[src/design/ldsr_pkg.sv]
// constants for the live diagnostic status register bank
package ldsr_pkg;
    localparam int unsigned REG_W = 8;
    localparam int unsigned ADDR_W = 8;
    localparam int unsigned N_IN_CH = 2;
    typedef logic [REG_W-1:0] ldsr_byte_t;
    typedef logic [ADDR_W-1:0] ldsr_addr_t;
    // register offsets and reset value
    localparam ldsr_addr_t ADDR_SUMMARY = 8'h3D;
    localparam ldsr_addr_t ADDR_IN1 = 8'h3E;
    localparam ldsr_addr_t ADDR_IN2 = 8'h3F;
    localparam ldsr_byte_t RESET_VAL = 8'h00;
    // channel_fault_summary field positions
    localparam int unsigned SUM_IN1 = 7;
    localparam int unsigned SUM_IN2 = 6;
    localparam int unsigned SUM_OUT1 = 5;
    localparam int unsigned SUM_OUT2 = 4;
    localparam int unsigned SUM_BAT_LOW = 3;
    localparam ldsr_byte_t SUM_RSVD_MASK = 8'h07;
    // input channel status field positions
    localparam int unsigned FLD_OPEN = 7;
    localparam int unsigned FLD_SHORTED = 6;
    localparam int unsigned FLD_POS_GND = 5;
    localparam int unsigned FLD_NEG_GND = 4;
    localparam int unsigned FLD_POS_BIAS = 3;
    localparam int unsigned FLD_NEG_BIAS = 2;
    localparam int unsigned FLD_POS_BAT = 1;
    localparam int unsigned FLD_NEG_BAT = 0;
    // packing of the raw fault vector ahead of the synchroniser
    localparam int unsigned RAW_OUT1 = 16;
    localparam int unsigned RAW_OUT2 = 17;
    localparam int unsigned RAW_BAT_LOW = 18;
    localparam int unsigned RAW_W = 19;
endpackage

[src/design/ldsr_sts_if.sv]
// bundle between synchroniser, status core and read port
`timescale 1ns/1ps
interface ldsr_sts_if;
    import ldsr_pkg::*;
    logic [N_IN_CH-1:0][REG_W-1:0] in_flt;
    logic out1_flt;
    logic out2_flt;
    logic bat_low;
    ldsr_byte_t sum_reg;
    ldsr_byte_t in1_reg;
    ldsr_byte_t in2_reg;
    modport sync_mp (output in_flt, output out1_flt, output out2_flt, output bat_low);
    modport core_mp (input in_flt, input out1_flt, input out2_flt, input bat_low,
        output sum_reg, output in1_reg, output in2_reg);
    modport rd_mp (input sum_reg, input in1_reg, input in2_reg);
endinterface

[src/design/ldsr_sync.sv]
// two-flop synchronisers for the asynchronous fault detector levels
`timescale 1ns/1ps
module ldsr_sync
    import ldsr_pkg::*;
(
    input wire logic mclk,
    input wire logic rst_n,
    input wire logic [RAW_W-1:0] raw,
    ldsr_sts_if.sync_mp sts
);
    logic [RAW_W-1:0] synced;

    for (genvar i = 0; i < RAW_W; i++) begin : g_bit
        logic meta_ff;
        logic sync_ff;
        always_ff @(posedge mclk) begin
            if (!rst_n) begin
                meta_ff <= 1'b0;
                sync_ff <= 1'b0;
            end else begin
                meta_ff <= raw[i];
                sync_ff <= meta_ff;
            end
        end
        assign synced[i] = sync_ff;
    end

    assign sts.in_flt = synced[N_IN_CH*REG_W-1:0];
    assign sts.out1_flt = synced[RAW_OUT1];
    assign sts.out2_flt = synced[RAW_OUT2];
    assign sts.bat_low = synced[RAW_BAT_LOW];
endmodule // ldsr_sync

[src/design/ldsr_rd_port.sv]
// register access port: decode, registered read data, write refusal
`timescale 1ns/1ps
module ldsr_rd_port
    import ldsr_pkg::*;
(
    input wire logic mclk,
    input wire logic rst_n,
    input wire ldsr_addr_t reg_addr,
    input wire logic reg_wr_en,
    input wire ldsr_byte_t reg_wr_data,
    input wire logic reg_rd_en,
    ldsr_sts_if.rd_mp sts,
    output ldsr_byte_t rd_data_ff,
    output logic rd_hit_ff,
    output logic wr_refused_ff,
    output logic wr_rsvd_err_ff
);
    wire sel_sum = (reg_addr == ADDR_SUMMARY);
    wire sel_in1 = (reg_addr == ADDR_IN1);
    wire sel_in2 = (reg_addr == ADDR_IN2);
    wire sel_any = sel_sum | sel_in1 | sel_in2;
    // unmapped offsets answer zero with no hit
    wire ldsr_byte_t rd_mux = sel_sum ? sts.sum_reg :
                              sel_in1 ? sts.in1_reg :
                              sel_in2 ? sts.in2_reg : RESET_VAL;
    wire rsvd_bad = sel_sum & ((reg_wr_data & SUM_RSVD_MASK) != RESET_VAL);
    ldsr_byte_t nxt_rd_data;
    logic nxt_rd_hit;

    assign nxt_rd_data = reg_rd_en ? rd_mux : rd_data_ff;
    assign nxt_rd_hit = reg_rd_en ? sel_any : rd_hit_ff;

    // reads only sample, never disturb the live bits
    always_ff @(posedge mclk) begin
        if (!rst_n) begin
            rd_data_ff <= RESET_VAL;
            rd_hit_ff <= 1'b0;
            wr_refused_ff <= 1'b0;
            wr_rsvd_err_ff <= 1'b0;
        end else begin
            rd_data_ff <= nxt_rd_data; // see RULE_19
            rd_hit_ff <= nxt_rd_hit;
            wr_refused_ff <= reg_wr_en & sel_any; // see RULE_19
            wr_rsvd_err_ff <= reg_wr_en & rsvd_bad; // see RULE_08
        end
    end
endmodule // ldsr_rd_port

[src/design/ldsr_live_diag_status_regs.sv]
// live diagnostic status register bank top: summary and input channel faults
`timescale 1ns/1ps

// Function
// RULE_01: three registers at 3D-3F, reset zero
// RULE_02: summary bits follow present conditions live
// RULE_03: summary bit 7: input 1 has fault
// RULE_04: summary bit 6: input 2 has fault
// RULE_05: summary bit 5: output 1 has fault
// RULE_06: summary bit 4: output 2 has fault
// RULE_07: summary bit 3: battery short, battery low
// RULE_08: summary bits 2-0 read zero, write zero
// RULE_09: input 1 bit 7: open input
// RULE_10: input 1 bit 6: pins shorted together
// RULE_11: input 1 bits 5,4: pin shorted ground
// RULE_12: input 1 bits 3,2: pin shorted bias
// RULE_13: input 1 bits 1,0: pin shorted battery
// RULE_14: input 2 at 3F, bit 7 open
// RULE_15: input 2 bit 6: pins shorted together
// RULE_16: input 2 bits 5,4: pin shorted ground
// RULE_17: input 2 bits 3-0: bias, battery shorts
// RULE_18: channel summary bit ORs its status bits
// RULE_19: writes ignored, reads free of side effects
module ldsr_live_diag_status_regs
    import ldsr_pkg::*;
(
    input wire logic mclk,
    input wire logic rst_n,
    input wire logic in1_open_det,
    input wire logic in1_pins_shorted,
    input wire logic in1_pos_pin_gnd,
    input wire logic in1_neg_pin_gnd,
    input wire logic in1_pos_pin_bias,
    input wire logic in1_neg_pin_bias,
    input wire logic in1_pos_pin_bat,
    input wire logic in1_neg_pin_bat,
    input wire logic in2_open_det,
    input wire logic in2_pins_shorted,
    input wire logic in2_pos_pin_gnd,
    input wire logic in2_neg_pin_gnd,
    input wire logic in2_pos_pin_bias,
    input wire logic in2_neg_pin_bias,
    input wire logic in2_pos_pin_bat,
    input wire logic in2_neg_pin_bat,
    input wire logic out1_fault,
    input wire logic out2_fault,
    input wire logic bat_low_short,
    input wire ldsr_addr_t reg_addr,
    input wire logic reg_wr_en,
    input wire ldsr_byte_t reg_wr_data,
    input wire logic reg_rd_en,
    output ldsr_byte_t reg_rd_data,
    output logic reg_rd_hit,
    output logic reg_wr_refused,
    output logic reg_wr_rsvd_err
);
    logic [RAW_W-1:0] raw;
    logic [N_IN_CH-1:0][REG_W-1:0] in_live_ff;
    logic [N_IN_CH-1:0][REG_W-1:0] nxt_in_live;
    logic [N_IN_CH-1:0] ch_any;
    ldsr_byte_t sum_ff;
    ldsr_byte_t nxt_sum;

    ldsr_sts_if sts ();

    // input channel 1 fault levels in register bit order
    assign raw[FLD_OPEN] = in1_open_det; // see RULE_09
    assign raw[FLD_SHORTED] = in1_pins_shorted; // see RULE_10
    assign raw[FLD_POS_GND] = in1_pos_pin_gnd; // see RULE_11
    assign raw[FLD_NEG_GND] = in1_neg_pin_gnd; // see RULE_11
    assign raw[FLD_POS_BIAS] = in1_pos_pin_bias; // see RULE_12
    assign raw[FLD_NEG_BIAS] = in1_neg_pin_bias; // see RULE_12
    assign raw[FLD_POS_BAT] = in1_pos_pin_bat; // see RULE_13
    assign raw[FLD_NEG_BAT] = in1_neg_pin_bat; // see RULE_13

    // input channel 2 sits one register width higher
    assign raw[REG_W+FLD_OPEN] = in2_open_det; // see RULE_14
    assign raw[REG_W+FLD_SHORTED] = in2_pins_shorted; // see RULE_15
    assign raw[REG_W+FLD_POS_GND] = in2_pos_pin_gnd; // see RULE_16
    assign raw[REG_W+FLD_NEG_GND] = in2_neg_pin_gnd; // see RULE_16
    assign raw[REG_W+FLD_POS_BIAS] = in2_pos_pin_bias; // see RULE_17
    assign raw[REG_W+FLD_NEG_BIAS] = in2_neg_pin_bias; // see RULE_17
    assign raw[REG_W+FLD_POS_BAT] = in2_pos_pin_bat; // see RULE_17
    assign raw[REG_W+FLD_NEG_BAT] = in2_neg_pin_bat; // see RULE_17

    assign raw[RAW_OUT1] = out1_fault;
    assign raw[RAW_OUT2] = out2_fault;
    assign raw[RAW_BAT_LOW] = bat_low_short;

    // detector levels come from analog blocks, so resynchronise first
    ldsr_sync u_sync (
        .mclk (mclk),
        .rst_n (rst_n),
        .raw (raw),
        .sts (sts.sync_mp)
    );

    // live copy per input channel, plus its any-fault term
    for (genvar c = 0; c < N_IN_CH; c++) begin : g_ch
        assign nxt_in_live[c] = sts.in_flt[c]; // see RULE_02
        assign ch_any[c] = |sts.in_flt[c]; // see RULE_18
        always_ff @(posedge mclk) begin
            if (!rst_n) begin
                in_live_ff[c] <= RESET_VAL; // see RULE_01
            end else begin
                in_live_ff[c] <= nxt_in_live[c];
            end
        end
    end

    // summary derives from the same synced sample as the channel
    // registers, so both never disagree in any one cycle
    always_comb begin
        nxt_sum = RESET_VAL; // see RULE_08
        nxt_sum[SUM_IN1] = ch_any[0]; // see RULE_03
        nxt_sum[SUM_IN2] = ch_any[1]; // see RULE_04
        nxt_sum[SUM_OUT1] = sts.out1_flt; // see RULE_05
        nxt_sum[SUM_OUT2] = sts.out2_flt; // see RULE_06
        nxt_sum[SUM_BAT_LOW] = sts.bat_low; // see RULE_07
    end

    // no write path exists: contents only track the detectors
    always_ff @(posedge mclk) begin
        if (!rst_n) begin
            sum_ff <= RESET_VAL; // see RULE_01
        end else begin
            sum_ff <= nxt_sum; // see RULE_02
        end
    end

    assign sts.sum_reg = sum_ff;
    assign sts.in1_reg = in_live_ff[0];
    assign sts.in2_reg = in_live_ff[1];

    // decode of 3D/3E/3F and the registered answer live here
    ldsr_rd_port u_rd (
        .mclk (mclk),
        .rst_n (rst_n),
        .reg_addr (reg_addr), // see RULE_01
        .reg_wr_en (reg_wr_en),
        .reg_wr_data (reg_wr_data),
        .reg_rd_en (reg_rd_en),
        .sts (sts.rd_mp),
        .rd_data_ff (reg_rd_data),
        .rd_hit_ff (reg_rd_hit),
        .wr_refused_ff (reg_wr_refused),
        .wr_rsvd_err_ff (reg_wr_rsvd_err)
    );
endmodule // ldsr_live_diag_status_regs

[config.mk]
export PLATFORM = sky130hd
export DESIGN_NAME = ldsr_live_diag_status_regs
export DESIGN_NICKNAME = d
export VERILOG_FILES = /design/src/design/ldsr_pkg.sv /design/src/design/ldsr_sts_if.sv /design/src/design/ldsr_sync.sv /design/src/design/ldsr_rd_port.sv /design/src/design/ldsr_live_diag_status_regs.sv
export SDC_FILE = /design/constraint.sdc
export NUM_CORES = 1
export LEC_CHECK = 0
export BUFFER_PORTS_ARGS = -buffer_cell sky130_fd_sc_hd__buf_2
export CAP_MARGIN = 20
export CORE_UTILIZATION = 40
export DETAILED_ROUTE_END_ITERATION = 8
export GPL_ROUTABILITY_DRIVEN = 1
export PLACE_DENSITY = 0.67
export SLEW_MARGIN = 30
export SYNTH_ARGS = -nofsm -noshare
export SYNTH_HDL_FRONTEND = slang
export SYNTH_SLANG_ARGS = --single-unit
[constraint.sdc]
create_clock -name mclk -period 1.1 [get_ports mclk]
set_input_delay 0.165 -clock mclk [delete_from_list [all_inputs] [get_ports mclk]]
set_output_delay 0.165 -clock mclk [all_outputs]
set_load 0.01 [all_outputs]
# After elaboration in Yosys (flattened, before gate mapping)
# Cells that the tools add are included.
[word_totals] in_bits=39 mem_count=0 rom_bits=0 latchBits=0 out_inout_bits=11 ram_bits=0 ff_bits=73
[op_classes] n_mul=0 n_mux=3 n_eq_ne=3 order_cmp=0 n_addsub=0 bitwise_logic=5 n_reduce_logical=3 n_div=0 shift=0
[ops] cell="== test 8 x 6 -> 1 bit (second input constant)" n=3
[ops] cell="2-to-1 mux 8 bit" n=3
[ops] cell="OR reduction 8 bit" n=2
[ops] cell="nonzero test 8 bit" n=1
[ops] cell="bitwise AND 1 bit" n=3
[ops] cell="bitwise OR 1 bit" n=2

# Logic depth before layout (Yosys ltp)
# Gate-level depths: netlist (run 1).
[logic_depth] depth_word=4 ltp_mapped=4 ltp_nobuf=3

# Cells and area by module
# A second synthesis (run 1) with hierarchy kept.
[unflattened] cells_unflattened=199 hier_area_um2=2338.5
[by_module_without_submodules] module="ldsr_sync" instances=1 area_each_um2=1157.4 cells_each=96
[by_module_without_submodules] module="ldsr_live_diag_status_regs" instances=1 area_each_um2=595.6 cells_each=49
[by_module_without_submodules] module="ldsr_rd_port" instances=1 area_each_um2=585.6 cells_each=54

# Least setup slack after synthesis (run 1)
# OpenSTA, ideal clock, no wires.
[synth_path] kind="input -> register" start="input reg_addr[0]" end="register u_rd.rd_data_ff[6]" required_time_ns=0.983 slack_ns=0.012 path_buffers=1 setup_ns=0.117 arrival_ns=0.971 stages=4 cell_sequence="buf_6 -> mux2_4 -> a22o_1 -> a32o_1"
[synth_via] elab_chain_len=4 word_cells_on_any_way=6 classes_between="eq/ne (3); mux (3)"
[synth_rtl] item="from (decl)" line_no="ldsr_live_diag_status_regs.sv:48" text="input wire ldsr_addr_t reg_addr,"
[synth_rtl] item="== test 8 x 6 -> 1 bit" line_no="ldsr_rd_port.sv:20" text="wire sel_in2 = (reg_addr == ADDR_IN2);"
[synth_rtl] item="2-to-1 mux 8 bit" line_no="ldsr_rd_port.sv:25" text="sel_in2 ? sts.in2_reg : RESET_VAL;"
[synth_rtl] item="2-to-1 mux 8 bit" line_no="ldsr_rd_port.sv:24" text="sel_in1 ? sts.in1_reg :"
[synth_rtl] item="2-to-1 mux 8 bit *" line_no="ldsr_rd_port.sv:23" text="wire ldsr_byte_t rd_mux = sel_sum ? sts.sum_reg :"
[synth_rtl] item="to (signal assigned)" line_no="ldsr_rd_port.sv:41" text="rd_data_ff <= nxt_rd_data;"
[synth_rtl] item="to (decl)" line_no="ldsr_rd_port.sv:13" text="output ldsr_byte_t rd_data_ff,"
# Mark *: on every way between the ends. The rest lies on a longest branch, timed or not.
# A chain may end at the register's enable or synchronous reset.

# Final worst setup path (run 1)
[layout_path] start="register in_live_ff, in the netlist sts.in1_reg[6]" end="register u_rd.rd_data_ff[6]"
[layout_via] elab_chain_len=2
[layout_rtl] item="from (decl)" line_no="ldsr_live_diag_status_regs.sv:58" text="logic [N_IN_CH-1:0][REG_W-1:0] in_live_ff;"
[layout_rtl] item="from (signal, indexed assignment)" line_no="ldsr_live_diag_status_regs.sv:106" text="in_live_ff[c] <= nxt_in_live[c];"
[layout_rtl] item="2-to-1 mux 8 bit" line_no="ldsr_rd_port.sv:24"
[layout_rtl] item="2-to-1 mux 8 bit" line_no="ldsr_rd_port.sv:23"
# No other way between the ends.

==> results of run 1 <==
[layout make-up]
class	instances	area (sq um)	share of cell area
Tap cell	70	87.6	0.0323
Inverter	1	3.75	0.00138
Multi-Input combinational cell	104	737	0.271
Sequential cell	70	1400	0.517
Clock inverter	6	62.6	0.0230
Clock buffer	10	128	0.0470
Timing Repair Buffer	52	293	0.108
[cells in the final DEF (no fill, tap or decap), drive strengths merged, types with 2 or more instances in the layout]
master / Yosys / routed
and2: 59 / 59
nor3: 2 / 2
a21boi: 6 / 6
nor4: 4 / 4
nand2: 6 / 6
mux2: 8 / 8
a32o: 5 / 5
dfxtp: 70 / 70
nand4: 3 / 3
clkbuf: 7 / 10
a22o: 5 / 5
clkinv: 1 / 3
clkinvlp: 0 / 3
buf: 2 / 52
[synthesized netlist by cell type, drive strengths merged]
cell type   n
nand2       6
nor3        2
buf         2
nand4b      1
mux2        8
nor2        1
clkinv      1
clkbuf      7
a21boi      6
a22o        5
and4bb      1
and4        1
a32o        5
nor2b       1
nand4       3
nor4        4
dfxtp      70
o31ai       1
and2       59
[layer usage]
layer | track usage | vias up | wire [microns]
li1 | - | 720 | -
met2 | 0.228 | 52 | 1480
met1 | 0.146 | 596 | 1530
met3 | 0.0569 | 8 | 232
met5 | 0 | - | 0
met4 | 0.0988 | 0 | 105
[stage by stage]
stage	TNS, ps	cells	hold WS [ps]	util
5_1_grt	0	313	15.8	0.525
2_1_floorplan	0	184	292	-
3_5_place_dp	-559	297	374	0.485
3_3_place_gp	-428	297	372	0.485
6_report	0	313	27.7	0.525
4_1_cts	0	313	15.2	0.522
[cell families after synthesis]
| group | count (synthesis) | share of synthesized area |
|---|---|---|
| buffers and inverters | 10 | 0.0213 |
| DFF | 70 | 0.645 |
| AOI/OAI and AO/OA | 17 | 0.0674 |
| muxes | 8 | 0.0432 |
| and+or+nand+nor | 79 | 0.223 |
[path summary, 6_finish.rpt]
kind / startpoint / endpoint / slack, ps / cells past startpoint
min reg2reg: u_sync.g_bit[3].meta_ff$_SDFF_PN0_ / u_sync.g_bit[3].sync_ff$_SDFF_PN0_ / 430 / 1
max: sts.in1_reg[6]$_SDFF_PN0_ / u_rd.rd_data_ff[6]$_SDFFE_PN0P_ / 40 / 3
max reg2reg: sts.in1_reg[6]$_SDFF_PN0_ / u_rd.rd_data_ff[6]$_SDFFE_PN0P_ / 40 / 3
min: in1_neg_pin_bat / u_sync.g_bit[0].meta_ff$_SDFF_PN0_ / 30 / 2
[worst reg2reg max path, cell delays in order, from the launching register on]
cell,delay [ps]
dfxtp_1,300
mux2_4,250
a22o_1,200
a32o_1,200
[power by group through the flow]
stage	registers (mW)	clock network [mW]	logic, mW
after floorplan	2.70	0	0.135
after global placement	2.71	0	0.231
after detailed placement	2.71	0	0.235
after CTS	2.65	2.00	0.237
after global routing	2.66	2.10	0.269
final	2.65	1.94	0.236
==> flow_summary.json, run 1 <==
{
  "grt_pass1_vias": 1291,
  "cts.clk_slew.worst_paths_ps": 70,
  "antenna_cells": 0,
  "largest_registers": "u_sync.g_bit.meta_ff: 19 flops, u_sync.g_bit.sync_ff: 16 flops",
  "grt_max_degree": 45,
  "yosys.cell_types.count": 23,
  "vdd_drop_max_uv": 995,
  "path_max_fanout": 1,
  "clkPwrFrac": 0.402,
  "synth.avg_cell_area_sq_um": 11.8,
  "setup.worst_path.class": "reg -> reg",
  "worstMarginPinSlew_ps": 288,
  "synth.largest_area_cell": "dfxtp_1",
  "rsz0062_at_grt": "no",
  "power_switching_mw": 1.03,
  "slowest_stage": "dfxtp_1",
  "die_area_sq_um": 5730,
  "drv_slew": 0,
  "num_rows": 26,
  "max_slew_margin": 0.806,
  "p_comb_frac": 0.049,
  "grt_pass1_wl_mm": 5.55,
  "drc": 0,
  "cp_data_required_time_ps": 1330,
  "dieWidth_microns": 75.7,
  "cts_hold_buf": 0,
  "synth_area_leaders": "dfxtp_1 (64%), and2_1 (17%), a32o_1 (2.3%)",
  "power.total_mw": 4.83,
  "tritoncts": "yes",
  "numPortBuffers": 44,
  "clock_latency_ps": 340,
  "drt-total-wl_mm": 3.35,
  "gp_congestion": 0.778,
  "grt-ovfl-total": 0,
  "finalSetupViolCount": 0,
  "path_delay_family": "compound AO/OA/AOI/OAI gates",
  "grtUsageTotal": 0.139,
  "path_buf_inv": 0,
  "wl_per_cell_microns": 10.7,
  "crit_path_end_kind": "register",
  "max_stage_delay_ps": 300,
  "synthesis.nets": 223,
  "area_delta_synth_final_pct": 24.9,
  "cts-htree-levels": 3,
  "yosysWarnings": 0,
  "swShare": 0.213,
  "fp.dieH_microns": 75.7,
  "core-area_sq_um": 5170,
  "cts_resized": 0,
  "drtPass1Iterations": 5,
  "hold_viol_final": 0,
  "hpwl_mm": 2.28,
  "outcome": "completed",
  "cap_violations": 0,
  "num-fill-cells": 484,
  "ant_nets": 0,
  "clockBufferDepth": 2,
  "largest-register": "u_sync.g_bit.meta_ff",
  "design_area_sq_um": 2720,
  "drive_gt1_frac": 0.321,
  "yosysTopAreaCellShare": 0.645,
  "power.internal_mw": 3.80,
  "largest_reg_flops": 19,
  "hp-class": "in -> reg",
  "critPathLaunchType": "register",
  "cts_buffers": 9,
  "postSynthCellCount": 184,
  "antenna_found_initial": 0,
  "power_density_nw_per_um2": 1780,
  "post_cts_buffers": 0,
  "p_leak_nw": 1.18,
  "worst_slack_ps": 38.7,
  "synth_area_sq_um": 2170,
  "power_frac_seq": 0.549,
  "place_ws_ps": -98.6,
  "dpl_cell_area_sq_um": 2510,
  "start_util": 0.420,
  "yosysSeqAreaShare": 0.645,
  "final_nets": 277,
  "post-route-period-util": 0.965,
  "path_cells": "mux2_4 -> a22o_1 -> a32o_1",
  "min_period_ps": 1060,
  "first_iter_violations": 33,
  "fmax_mhz": 942,
  "clock-sinks": 70,
  "synth_seq_cells": 70,
  "arrival_ps": 1290,
  "ioPinCount": 50,
  "clock_skew_ps": 9.35,
  "vias_per_cell": 4.40,
  "num_vias": 1376,
  "clockRootBuffer": "clkbuf_8"
}
No activity file was read; power rests on OpenSTA's default activity.
==> run 2, diff against run 1 <==
Settings changed: CORE_UTILIZATION 40 to 30, PLACE_DENSITY 0.67 to 0.53.
Clock period 1.1 ns to 0.9 ns, I/O delays scaled along.
==> run 2 against run 1 <==
Net effect:
- via count up 3.6%
- die area up 32%
- critical path depth unchanged
- the run now ends with setup timing left
- largest cell class unchanged
- routed wire length up 9.1%
- setup slack worse by 200 ps
- non-clock buffer count up 21
- hold slack worse by 12 ps
- total power up 36%
- sequential share of layout area down 6.0 points
- fmax about the same
==> flow_summary.json, run 2 (synthesis results as in run 1) <==
{
  "grtUsageTotal": 0.108,
  "violations": "setup timing",
  "cts-htree-levels": 3,
  "cap_violations": 0,
  "gp_congestion": 0.714,
  "worst_slack_ps": -161,
  "largest_registers": "u_sync.g_bit.meta_ff: 19 flops, u_sync.g_bit.sync_ff: 16 flops",
  "fin_util": 0.449,
  "drv_slew": 0,
  "p_leak_nw": 1.32,
  "rr_startpoint": "sts.in1_reg[4]$_SDFF_PN0_",
  "hpwl_mm": 2.43,
  "finalSetupViolCount": 14,
  "dpl_cell_area_sq_um": 2570,
  "clockBufferDepth": 2,
  "core-area_sq_um": 6910,
  "hold_viol_final": 0,
  "vdd_drop_max_uv": 766,
  "drc": 0,
  "grt_max_degree": 41,
  "clock_latency_ps": 330,
  "numPortBuffers": 44,
  "drtPass1Iterations": 3,
  "reg2reg_slack_ps": -160,
  "num_vias": 1426,
  "fin_hold_ws_ps": 15.8,
  "cts.clk_slew.worst_paths_ps": 70,
  "fmax_mhz": 942,
  "mostFrequentLayoutCells": "and2_1 (58), dfxtp_1 (57), buf_2 (35)",
  "reg2reg_depth": 3,
  "final_common_cell": "and2_1",
  "max_slew_margin": 0.828,
  "cp_data_required_time_ps": 1130,
  "clockRootBuffer": "clkbuf_8",
  "path_max_fanout": 1,
  "start_util": 0.315,
  "crit_path_end_kind": "register",
  "critPathLaunchType": "register",
  "clock_skew_ps": 5.55,
  "grt_pass1_vias": 1361,
  "ioPinCount": 50,
  "post-route-period-util": 1.18,
  "largest_reg_flops": 19,
  "outcome": "finished, violations left",
  "min_from": "in2_pos_pin_bias",
  "antenna_found_initial": 0,
  "ant_nets": 0,
  "final_nets": 298,
  "arrival_ps": 1290,
  "max_stage_delay_ps": 320,
  "power.total_mw": 6.56,
  "slowest_stage": "dfxtp_2",
  "worstHoldPathCells": 2,
  "largest-register": "u_sync.g_bit.meta_ff",
  "hp-class": "in -> reg",
  "worstMarginPinSlew_ps": 256,
  "tritoncts": "yes",
  "clock-sinks": 70,
  "wl_per_cell_microns": 10.2,
  "num_rows": 30,
  "fp.dieH_microns": 87.1,
  "area_delta_synth_final_pct": 42.7,
  "die_area_sq_um": 7590,
  "first_iter_violations": 66,
  "whs_endpoint": "u_sync.g_bit[11].meta_ff$_SDFF_PN0_",
  "antenna_cells": 0,
  "setup.worst_path.class": "reg -> reg",
  "r2r_end": "u_rd.rd_data_ff[4]$_SDFFE_PN0P_",
  "power_density_nw_per_um2": 2110,
  "place_ws_ps": -289,
  "cts_buffers": 9,
  "drive_gt1_frac": 0.364,
  "rsz0062_at_grt": "yes",
  "drt-total-wl_mm": 3.66,
  "grt-ovfl-total": 0,
  "vias_per_cell": 3.96,
  "design_area_sq_um": 3100,
  "min_period_ps": 1060,
  "path_cells": "mux2_4 -> a22o_1 -> a32o_1",
  "grt_pass1_wl_mm": 6.07,
  "dieWidth_microns": 87.1
}
## run 2: cell count changes in the layout (fill, tap and decap cells not counted), sizes merged
cell,previous run,this run
dlygate4sd3,0,18
buf,52,55
bufinv,1,3
clkbuf,10,9
clkinvlp,3,1
clkinv,3,4
## run 2: how the worst max path moves through the flow
stage,from,endpoint
2_1_floorplan,sts.in2_reg[3]$_SDFF_PN0_,u_rd.rd_data_ff[3]$_SDFFE_PN0P_
3_3_place_gp,reg_addr[0],u_rd.rd_data_ff[7]$_SDFFE_PN0P_
3_5_place_dp,reg_addr[0],u_rd.rd_data_ff[7]$_SDFFE_PN0P_
4_1_cts,sts.in1_reg[6]$_SDFF_PN0_,u_rd.rd_data_ff[6]$_SDFFE_PN0P_
5_1_grt,sts.in1_reg[6]$_SDFF_PN0_,u_rd.rd_data_ff[6]$_SDFFE_PN0P_
6_report,sts.in1_reg[4]$_SDFF_PN0_,u_rd.rd_data_ff[4]$_SDFFE_PN0P_
## run 2: through the flow
stage / TNS (ps) / std cells
global route: -1390 / 360
global placement: -1910 / 325
finish: -855 / 360
CTS: -1160 / 358
detailed placement: -2270 / 325
floorplan: -653 / 184
## run 2: critical path: cells and delay by family (launching register included)
| family | cells | cell delay, ps |
|---|---|---|
| compound gates | 2 | 390 |
| flops | 1 | 320 |
| mux | 1 | 260 |
## run 2: layout make-up
type | count | area (sq um)
Clock buffer | 9 | 124
Fill cell | 686 | 3800
Multi-Input combinational cell | 104 | 759
Timing Repair Buffer | 73 | 564
Clock inverter | 7 | 113
Inverter | 1 | 3.75
Tap cell | 96 | 120
Sequential cell | 70 | 1420
## run 2: timing repair
item                                    4_1_cts  5_1_grt
hold buffers                                 17        1
buffers inserted                              0        1
endpoints found under the setup margin       18       17
pin swaps                                     3        6
gates resized for setup                      18       12
hold endpoints to repair                     17        1
## run 2: power breakdown
group          switching (mW)  internal [mW]  leakage, nW  total, mW
clock network            1.12           1.82        0.119       2.94
logic                   0.135          0.239        0.624      0.373
registers              0.0336           3.21        0.581       3.24
total                    1.28           5.27         1.32       6.56
## run 2: routing by layer
| metal | up-vias | global-route usage | part of all wire |
|---|---|---|---|
| met5 | - | 0 | 0 |
| met3 | 8 | 0.0398 | 0.066 |
| met4 | 0 | 0.0715 | 0.023 |
| li1 | 760 | - | - |
| met1 | 615 | 0.127 | 0.48 |
| met2 | 43 | 0.165 | 0.43 |
==> run 3, diff against run 2 <==
==> constraint.sdc (replaced) <==
create_clock -name mclk -period 0.9 [get_ports mclk]
set_input_delay 0.045 -clock mclk [delete_from_list [all_inputs] [get_ports mclk]]
set_output_delay 0.045 -clock mclk [all_outputs]
set_load 0.01 [all_outputs]
==> run 3 against run 2 <==
Net effect:
- the run still ends with setup timing left
- die area stayed put
- hold slack better by 9.0 ps
- sequential power hardly changed
==> flow_summary.json, run 3 (synthesis results as in run 1) <==
{
  "ant_nets": 0,
  "multi_input_area_sq_um": 759,
  "cp_data_required_time_ps": 1130,
  "hpwl_mm": 2.48,
  "path_delay_family": "compound AO/OA/AOI/OAI gates",
  "gp_congestion": 0.708,
  "cts.clk_slew.worst_paths_ps": 70,
  "drive_gt1_frac": 0.295,
  "clock-sinks": 70,
  "worstMarginPinSlew_ps": 258,
  "placedCellCount": 325,
  "clock_skew_ps": 8.33,
  "grt_max_degree": 32,
  "grt_pass1_vias": 1327,
  "hold_viol_final": 0,
  "tritoncts": "yes",
  "r2r_end": "u_rd.rd_data_ff[6]$_SDFFE_PN0P_",
  "critPathLaunchType": "register",
  "cap_violations": 0,
  "area_delta_synth_final_pct": 36.3,
  "max_slew_margin": 0.827,
  "worst_slack_ps": -146,
  "cts_buffers": 9,
  "fmax_mhz": 956,
  "power_density_nw_per_um2": 1970,
  "clockRootBuffer": "clkbuf_8",
  "dpl_cell_area_sq_um": 2560,
  "reg2reg_depth": 3,
  "num_rows": 30,
  "path_max_fanout": 1,
  "hp-class": "in -> reg",
  "instances_no_fill": 360,
  "drc": 0,
  "antenna_found_initial": 0,
  "min_period_ps": 1050,
  "final-seq-area_sq_um": 1400,
  "largest_reg_flops": 19,
  "final_common_cell": "dfxtp_1",
  "worstHoldPathCells": 3,
  "outcome": "finished, violations left",
  "slowest_stage": "dfxtp_1",
  "finalSetupViolCount": 5,
  "setup.worst_path.class": "reg -> reg",
  "mostFrequentLayoutCells": "dfxtp_1 (69), and2_1 (58), buf_2 (44)",
  "final_nets": 300,
  "reg2reg_slack_ps": -150,
  "dieWidth_microns": 87.1,
  "numPortBuffers": 44,
  "grt-ovfl-total": 0,
  "rr_startpoint": "sts.in1_reg[6]$_SDFF_PN0_",
  "die_area_sq_um": 7590,
  "largest-register": "u_sync.g_bit.meta_ff",
  "max_stage_delay_ps": 300,
  "first_iter_violations": 55,
  "whs_endpoint": "u_rd.wr_rsvd_err_ff$_SDFF_PN0_",
  "drt-total-wl_mm": 3.57,
  "clock_latency_ps": 330,
  "num-fill-cells": 720,
  "fp.dieH_microns": 87.1,
  "p_leak_nw": 1.28,
  "post-route-period-util": 1.16,
  "antenna_cells": 0,
  "arrival_ps": 1270,
  "start_util": 0.315,
  "path_buf_inv": 0,
  "largest_registers": "u_sync.g_bit.meta_ff: 19 flops, u_sync.g_bit.sync_ff: 16 flops",
  "path_cells": "mux2_4 -> a22o_1 -> a32o_1",
  "drtPass1Iterations": 4,
  "clockBufferDepth": 2,
  "crit_path_end_kind": "register",
  "min_from": "reg_wr_data[0]",
  "rsz0062_at_grt": "yes",
  "grt_pass1_wl_mm": 5.89,
  "grtUsageTotal": 0.106,
  "num_vias": 1450,
  "wl_per_cell_microns": 9.92,
  "design_area_sq_um": 2960,
  "vias_per_cell": 4.03,
  "drv_slew": 0,
  "vdd_drop_max_uv": 663,
  "ioPinCount": 50,
  "post_cts_buffers": 0,
  "core-area_sq_um": 6910,
  "violations": "setup timing",
  "cts-htree-levels": 3
}
run 3: cell count changes in the layout (fill, tap and decap cells not counted), moves of 3 or more:
| cell | change |
|---|---|
| buf_6 | -9 |
| dlygate4sd3_1 | +3 |
| dfxtp_2 | -12 |
| dfxtp_1 | +12 |
| buf_2 | +9 |
| clkbuf_1 | +3 |
run 3: power breakdown:
group | leakage, nW | switching [mW] | internal [mW]
clock | 0.0863 | 0.974 | 1.25
combinational | 0.618 | 0.132 | 0.234
sequential | 0.575 | 0.0336 | 3.21
total | 1.28 | 1.14 | 4.69
run 3: how the worst max path moves through the flow:
stage,to,startpoint,depth (start not counted),slack [ps]
after floorplan,u_rd.rd_data_ff[6]$_SDFFE_PN0P_,sts.in1_reg[6]$_SDFF_PN0_,3,-120
after global placement,u_rd.rd_data_ff[7]$_SDFFE_PN0P_,reg_addr[0],4,-180
after detailed placement,u_rd.rd_data_ff[7]$_SDFFE_PN0P_,reg_addr[0],4,-210
after CTS,u_rd.rd_data_ff[6]$_SDFFE_PN0P_,sts.in1_reg[6]$_SDFF_PN0_,3,-150
after global routing,u_rd.rd_data_ff[6]$_SDFFE_PN0P_,sts.in1_reg[6]$_SDFF_PN0_,3,-190
final,u_rd.rd_data_ff[6]$_SDFFE_PN0P_,sts.in1_reg[6]$_SDFF_PN0_,3,-150
run 3: stage by stage:
stage          hold slack [ps]   util  power [mW]  setup WS [ps]  TNS, ps
6_report                  24.9  0.429        5.83           -146     -686
5_1_grt                   42.9  0.429        6.13           -193     -860
4_1_cts                   6.02  0.426        5.92           -149     -717
3_5_place_dp               253  0.370        3.61           -207    -1400
3_3_place_gp               253  0.370        3.60           -183    -1240
2_1_floorplan              172      -        3.47           -124     -565
run 3: routing by layer:
| layer | wire length (microns) | GRT usage | up-vias | part of all wire |
|---|---|---|---|---|
| met5 | 0 | 0 | - | 0 |
| met2 | 1580 | 0.167 | 47 | 0.44 |
| met3 | 253 | 0.0474 | 9 | 0.071 |
| li1 | - | - | 763 | - |
| met4 | 94 | 0.0715 | 0 | 0.026 |
| met1 | 1650 | 0.116 | 631 | 0.46 |
run 3: tightest hold or removal path: cells and delay by family:
kind,cells,cell delay [ps]
buffers and inverters,1,80
and+or+nand+nor,1,110
AOI/OAI and AO/OA,1,70
run 3: layout make-up:
class                           instances  area share
Timing Repair Buffer                   75       0.171
Inverter                                1     0.00127
Multi-Input combinational cell        104       0.256
Clock inverter                          2      0.0118
Clock buffer                           12      0.0456
Sequential cell                        70       0.474
Tap cell                               96      0.0406
run 3: what timing repair did:
action,in CTS,in global routing
hold endpoints to repair,21,0
hold buffers,21,0
pin swaps,6,2
endpoints found under the setup margin,5,8
gates resized for setup,1,6
